**src/include/flow_exec_pkg.sv**
```systemverilog
// Package of encodings and constants for the control-flow execute block.
package flow_exec_pkg;
	localparam int PC_W = 16;
	localparam int DATA_W = 8;
	localparam int IO_ADDR_W = 5;
	localparam logic [15:0] RESET_PC = 16'h0000;
	localparam logic [7:0] RESET_FLAGS = 8'h00;
	localparam logic [15:0] STEP_ONE = 16'h0001;
	localparam logic [15:0] SKIP_ONE_WORD = 16'h0002;
	localparam logic [15:0] SKIP_TWO_WORD = 16'h0003;
	localparam int FLAG_C = 0;
	localparam int FLAG_Z = 1;
	localparam int FLAG_N = 2;
	localparam int FLAG_V = 3;
	localparam int FLAG_S = 4;
	localparam int FLAG_H = 5;

	// Operation codes after fetch has decoded the instruction word.
	typedef enum logic [3:0] {
		OP_NOP               = 4'h0,
		OP_POINTER_CALL      = 4'h1,
		OP_COMPARE_SKIP_EQ   = 4'h2,
		OP_COMPARE_IMMEDIATE = 4'h3,
		OP_SKIP_REG_BIT_CLR  = 4'h4,
		OP_SKIP_IO_BIT_SET   = 4'h5,
		OP_SKIP_IO_BIT_CLR   = 4'h6,
		OP_BRANCH_FLAG_SET   = 4'h7,
		OP_BRANCH_FLAG_CLR   = 4'h8
	} op_t;
endpackage : flow_exec_pkg

```
**src/rtl/branch_skip_compare_exec.sv**
```systemverilog
// Execute stage for calls through a pointer, compares, skips and branches.
module branch_skip_compare_exec
	import flow_exec_pkg::*;
(
	// Clock and reset
	input  wire logic                 i_clk_sys,
	input  wire logic                 i_reset_n,
	// Decoded instruction
	input  wire logic                 i_valid,
	input  wire flow_exec_pkg::op_t   i_op,
	input  wire logic [2:0]           i_bit_sel,
	input  wire logic [6:0]           i_offset,
	input  wire logic [7:0]           i_immediate,
	input  wire logic                 i_next_two_word,
	// Register file operands
	input  wire logic [7:0]           i_dest_value,
	input  wire logic [7:0]           i_source_register,
	input  wire logic [15:0]          i_pointer,
	// I/O space
	output logic [flow_exec_pkg::IO_ADDR_W-1:0] o_io_addr,
	input  wire logic [4:0]           i_io_port_addr,
	input  wire logic [7:0]           i_io_data,
	// Results
	output logic [15:0]               o_pc,
	output logic [7:0]                o_status_flags_reg,
	output logic                      o_push_valid,
	output logic [15:0]               o_push_addr
);
	import flow_exec_pkg::*;

	logic [15:0] pc;
	logic [7:0]  status_flags_reg;
	logic        push_valid;
	logic [15:0] push_addr;
	wire logic [15:0] next_pc;
	wire logic [15:0] return_pc;
	wire logic [8:0]  diff;
	wire logic [4:0]  half_diff;
	wire logic        is_ptr;
	wire logic        is_cmpi;
	wire logic        is_skip;
	wire logic        is_branch;
	wire logic        sel_flag;
	wire logic [7:0]  next_flags;

	function automatic logic pick_bit(input logic [7:0] v,
		input logic [2:0] b);
		pick_bit = v[b];
	endfunction : pick_bit

	assign o_io_addr = i_io_port_addr;
	assign is_ptr = i_valid && (i_op == OP_POINTER_CALL);
	assign is_cmpi = i_valid && (i_op == OP_COMPARE_IMMEDIATE);
	assign sel_flag = pick_bit(status_flags_reg, i_bit_sel);
	assign is_skip = i_valid && (
		((i_op == OP_COMPARE_SKIP_EQ)
			&& (i_dest_value == i_source_register))
		|| ((i_op == OP_SKIP_REG_BIT_CLR)
			&& !pick_bit(i_source_register, i_bit_sel))
		|| ((i_op == OP_SKIP_IO_BIT_SET)
			&& pick_bit(i_io_data, i_bit_sel))
		|| ((i_op == OP_SKIP_IO_BIT_CLR)
			&& !pick_bit(i_io_data, i_bit_sel)));
	assign is_branch = i_valid && (
		((i_op == OP_BRANCH_FLAG_SET) && sel_flag)
		|| ((i_op == OP_BRANCH_FLAG_CLR) && !sel_flag));

	// Subtraction only feeds the flags; no register write path exists.
	assign diff = {1'b0, i_dest_value} - {1'b0, i_immediate};
	assign half_diff = {1'b0, i_dest_value[3:0]}
		- {1'b0, i_immediate[3:0]};
	assign next_flags = {
		status_flags_reg[7:6],
		half_diff[4],
		diff[7] ^ ((i_dest_value[7] & ~i_immediate[7] & ~diff[7])
			| (~i_dest_value[7] & i_immediate[7] & diff[7])),
		(i_dest_value[7] & ~i_immediate[7] & ~diff[7])
			| (~i_dest_value[7] & i_immediate[7] & diff[7]),
		diff[7],
		diff[7:0] == 8'h00,
		diff[8]};

	pc_next_calc u_pc_next_calc (
		.i_pc            (pc),
		.i_take_ptr      (is_ptr),
		.i_ptr           (i_pointer),
		.i_take_branch   (is_branch),
		.i_offset        (i_offset),
		.i_skip          (is_skip),
		.i_next_two_word (i_next_two_word),
		.o_next_pc       (next_pc),
		.o_return_pc     (return_pc)
	);

	// Without a valid instruction the counter holds.
	always_ff @(posedge i_clk_sys or negedge i_reset_n) begin
		if (!i_reset_n) begin
			pc <= RESET_PC;
		end else if (i_valid) begin
			pc <= next_pc;
		end
	end

	always_ff @(posedge i_clk_sys or negedge i_reset_n) begin
		if (!i_reset_n) begin
			status_flags_reg <= RESET_FLAGS;
		end else if (is_cmpi) begin
			status_flags_reg <= next_flags;
		end
	end

	// Return address is offered in the same cycle the counter jumps.
	always_ff @(posedge i_clk_sys or negedge i_reset_n) begin
		if (!i_reset_n) begin
			push_valid <= 1'b0;
			push_addr <= RESET_PC;
		end else begin
			push_valid <= is_ptr;
			push_addr <= return_pc;
		end
	end

	assign o_pc = pc;
	assign o_status_flags_reg = status_flags_reg;
	assign o_push_valid = push_valid;
	assign o_push_addr = push_addr;
endmodule : branch_skip_compare_exec

```
**src/rtl/pc_next_calc.sv**
```systemverilog
// Next program counter and return address arithmetic.
module pc_next_calc
	import flow_exec_pkg::*;
(
	// Current state
	input  wire logic [15:0] i_pc,
	// Choice of target
	input  wire logic        i_take_ptr,
	input  wire logic [15:0] i_ptr,
	input  wire logic        i_take_branch,
	input  wire logic [6:0]  i_offset,
	input  wire logic        i_skip,
	input  wire logic        i_next_two_word,
	// Results
	output logic      [15:0] o_next_pc,
	output logic      [15:0] o_return_pc
);
	wire logic [15:0] offset_ext;
	wire logic [15:0] skip_step;

	// The offset is signed, so backward branches wrap correctly.
	assign offset_ext = {{9{i_offset[6]}}, i_offset};
	assign skip_step = i_next_two_word ? SKIP_TWO_WORD
		: SKIP_ONE_WORD;
	assign o_return_pc = i_pc + STEP_ONE;
	assign o_next_pc = i_take_ptr ? i_ptr
		: i_take_branch ? i_pc + offset_ext + STEP_ONE
		: i_skip ? i_pc + skip_step
		: i_pc + STEP_ONE;
endmodule : pc_next_calc
```
**config.mk**
```make
export PLATFORM = sky130hd
export DESIGN_NAME = branch_skip_compare_exec
export DESIGN_NICKNAME = d
export VERILOG_FILES = /design/src/include/flow_exec_pkg.sv /design/src/rtl/branch_skip_compare_exec.sv /design/src/rtl/pc_next_calc.sv
export SDC_FILE = /design/constraint.sdc
export NUM_CORES = 1
export LEC_CHECK = 0
export BUFFER_PORTS_ARGS = -buffer_cell sky130_fd_sc_hd__buf_4
export CAP_MARGIN = 20
export CORE_MARGIN = 5
export CORE_UTILIZATION = 40
export DETAILED_ROUTE_END_ITERATION = 12
export PLACE_DENSITY_LB_ADDON = 0.2
export SLEW_MARGIN = 20
export SYNTH_ARGS = -nofsm -noshare
export SYNTH_HDL_FRONTEND = slang
export SYNTH_SLANG_ARGS = --single-unit
```
**constraint.sdc**
```tcl
create_clock -name i_clk_sys -period 3.3 [get_ports i_clk_sys]
set_input_delay 0.165 -clock i_clk_sys [delete_from_list [all_inputs] [get_ports i_clk_sys]]
set_output_delay 0.165 -clock i_clk_sys [all_outputs]
set_load 0.01 [all_outputs]
```
==> impl_results.md <==
- Outcome: completed
- Placed cell areas: 4520 um^2
- Largest net degree at the start of global routing: 40
- Vias: 3,529
- Netlist Area Pre-Place: 3640 um^2
- Die width: 105 um
- Area of the die: 11,100 um^2
- Post-Place Worst Slack: 0.414 ns
- Clk buf depth: 2
- Post-Route Skew: 0.0101 ns
- CTS sink cnt: 39
- WHS Path Cells: 3
- Dominant synthesized flop cell: dfrtp_1
- Final net count: 624
- Count of final max-slew check failures: 0
- Actual slew at the worst max-slew pin: 0.514 ns
- Fmax: 348 MHz
- Hpwl dp: 8.82 mm
- Die Y: 105 um
- Warnings, synthesis: 0
- Top cell type's share of synthesized area: 26.8%
- Post-route cell area: 4620 um^2
- Port-buffer cells: 104
- Cells after Synth: 422
- FF-to-FF Start: o_pc[0]
- Worst-Skew Late Latency: 0.30 ns
- RSZ-0062 raised after global routing: false
- # setup viols final: 0
- Reg2Reg Capture Point: o_pc[10]
- WHS Endpoint: o_pc[9]
- Setup CP Type: reg2reg
- WP data required: 3.50 ns
- Effective utilization at floorplan: 41.3%
- HP Class: in2reg
- Share of layout cells above drive strength 1: 26.1%
- Flop2flop setup slack: 0.43 ns
- Starting DRT DRC Count: 251
- Number of global-route vias before repair: 3,500
- Boundary Pins: 117
- HP Start: i_pointer[9]
- Synth top cells by count: 45 x nand2_1, 39 x dfrtp_1, 28 x nor2_1
- Initial antenna violation count: 0
- CP max FO: 5
- Overall Global Routing Usage: 19.4%
- Worst vdd ir: 0.287 mV
- Worst EP arrival: 3.07 ns
- Pre-antenna DRT Iters: 4
- DRC: 0
- Worst R2R Path Depth: 12
- Hold slack: 0.0792 ns
- Sequential area share after synthesis: 26.8%
- WL final: 10.9 mm
- Post-synth cell types: 67
- Placer Congestion: 0.859
- Power per cell area: 610 nW/um^2
- Post-CTS setup buffer count: 0
- Top-count cell post-synth: nand2_1
- # rows: 34
- TritonCTS Buffers: 5
- Vias/cell: 5.58
- Max Cap Viol: 0
- Syn_area_per_cell: 8.62 um^2
- Slew HR: 65.7%
- Clk Tree Root Cell: clkbuf_8
- Area Overhead vs Synth: 27.1%
- Final Hold Viols: 0
- WL/cell: 17.2 um
- Post-synth EDFFs: 0
- Total negative slack: 0 ns
- Crit. End Element: flip-flop
- Setup WS post-layout: 0.429 ns
- Synth Register Bits: 39
- Async SR Flop Fraction: 100%
- First-pass GRT wire length: 17.6 mm
- Clock transition at path regs: 0.09 ns
- Synth top area cells: dfrtp_1 27%, ha_1 9.3%, xnor2_1 6.3%
- Total core area: 8810 um^2
- CP Launch Type: flip-flop
- Grt ovf: 0
- Yosys top cell by area: dfrtp_1
- Ant diodes: 0
- Leakage: 2.18 nW
- Final Cycle Share: 87.0%
- H-Tree Depth: 2
- Post-route ant nets: 0
- PostCTS Resize Cnt: 0
- Final min period: 2.87 ns
- CTS tree: built
-- timing repair --
action | in CTS | in global routing
endpoints found under the setup margin | 0 | 0
hold buffers | 1 | 0
hold endpoints to repair | 39 | 0
-- final cells by class --
type,instances,area [um^2]
multi-input cells,331,2420
clock buffers,5,68.8
inverters,28,105
repair buffers,118,888
well taps,108,135
fillers,826,4190
clock inverters,3,25.0
flip-flops and latches,39,976
-- through the flow --
stage / util (%) / total power, mW / instances
after floorplan: - / 1.81 / 423
after global placement: 51.3 / 2.46 / 623
after detailed placement: 51.3 / 2.48 / 623
after CTS: 52.5 / 2.83 / 632
after global routing: 52.5 / 3.05 / 632
final: 52.5 / 2.82 / 632
-- logic make-up (layout without fill, tap and decap cells) --
logic type	after synthesis	in the layout	share of synthesized area [%]
adders and majority gates	30	30	10.9
xor gates and xnor gates	41	41	9.88
AOI/OAI and AO/OA	104	104	19.8
muxes	17	17	7.47
DFF	39	39	26.8
buffers and inverters	53	154	6.64
other	1	2	0.103
and+or+nand+nor	137	137	18.3
-- where the power goes --
| part | total [mW] | internal [mW] | switching, mW | leakage (nW) |
|---|---|---|---|---|
| sequential | 0.804 | 0.640 | 0.164 | 0.456 |
| clock | 0.348 | 0.151 | 0.197 | 0.0443 |
| combinational | 1.67 | 0.795 | 0.872 | 1.68 |
-- routing by layer --
metal / global-route usage [%] / part of all wire [%] / up-vias
met5: 0 / 0 / -
met4: 3.37 / 1.3 / 0
met3: 3.61 / 5.7 / 15
met2: 32.2 / 48 / 144
met1: 26.7 / 45 / 1645
li1: - / - / 1725
-- worst max-delay path by stage --
stage               slack (ns)      startpoint                    end
floorplan                 0.47         o_pc[0]               o_pc[10]
global placement          0.46         o_pc[0]               o_pc[10]
detailed placement        0.41  i_immediate[1]  o_status_flags_reg[1]
CTS                       0.43         o_pc[0]               o_pc[10]
global route              0.16         o_pc[0]               o_pc[10]
finish                    0.43         o_pc[0]               o_pc[10]
-- layout by cell type (no fill, tap or decap), types with 5 or more instances in the layout --
cell,count
clkbuf_8,5
mux2i_1,8
nor2b_1,7
a211oi_1,6
nand3_1,16
inv_1,27
a21oi_1,19
nor2_1,28
xor2_1,15
nand4_1,7
o21ai_0,18
nor3_1,6
a31oi_1,5
nand2_1,45
dfrtp_1,39
ha_1,27
a21o_1,10
xnor2_1,26
buf_4,117
-- worst max-delay path, stage by stage (launching register included) --
cell and delay, ns:
dfrtp_1 0.39, inv_1 0.07, ha_1 0.16, inv_1 0.05, fa_1 0.41, a21o_1 0.20, a21oi_1 0.21, o21bai_1 0.12
a221o_1 0.38, a211o_1 0.28, a32oi_1 0.23, nand2_1 0.08, o22a_1 0.20
(Power assumes the default switching activity.)
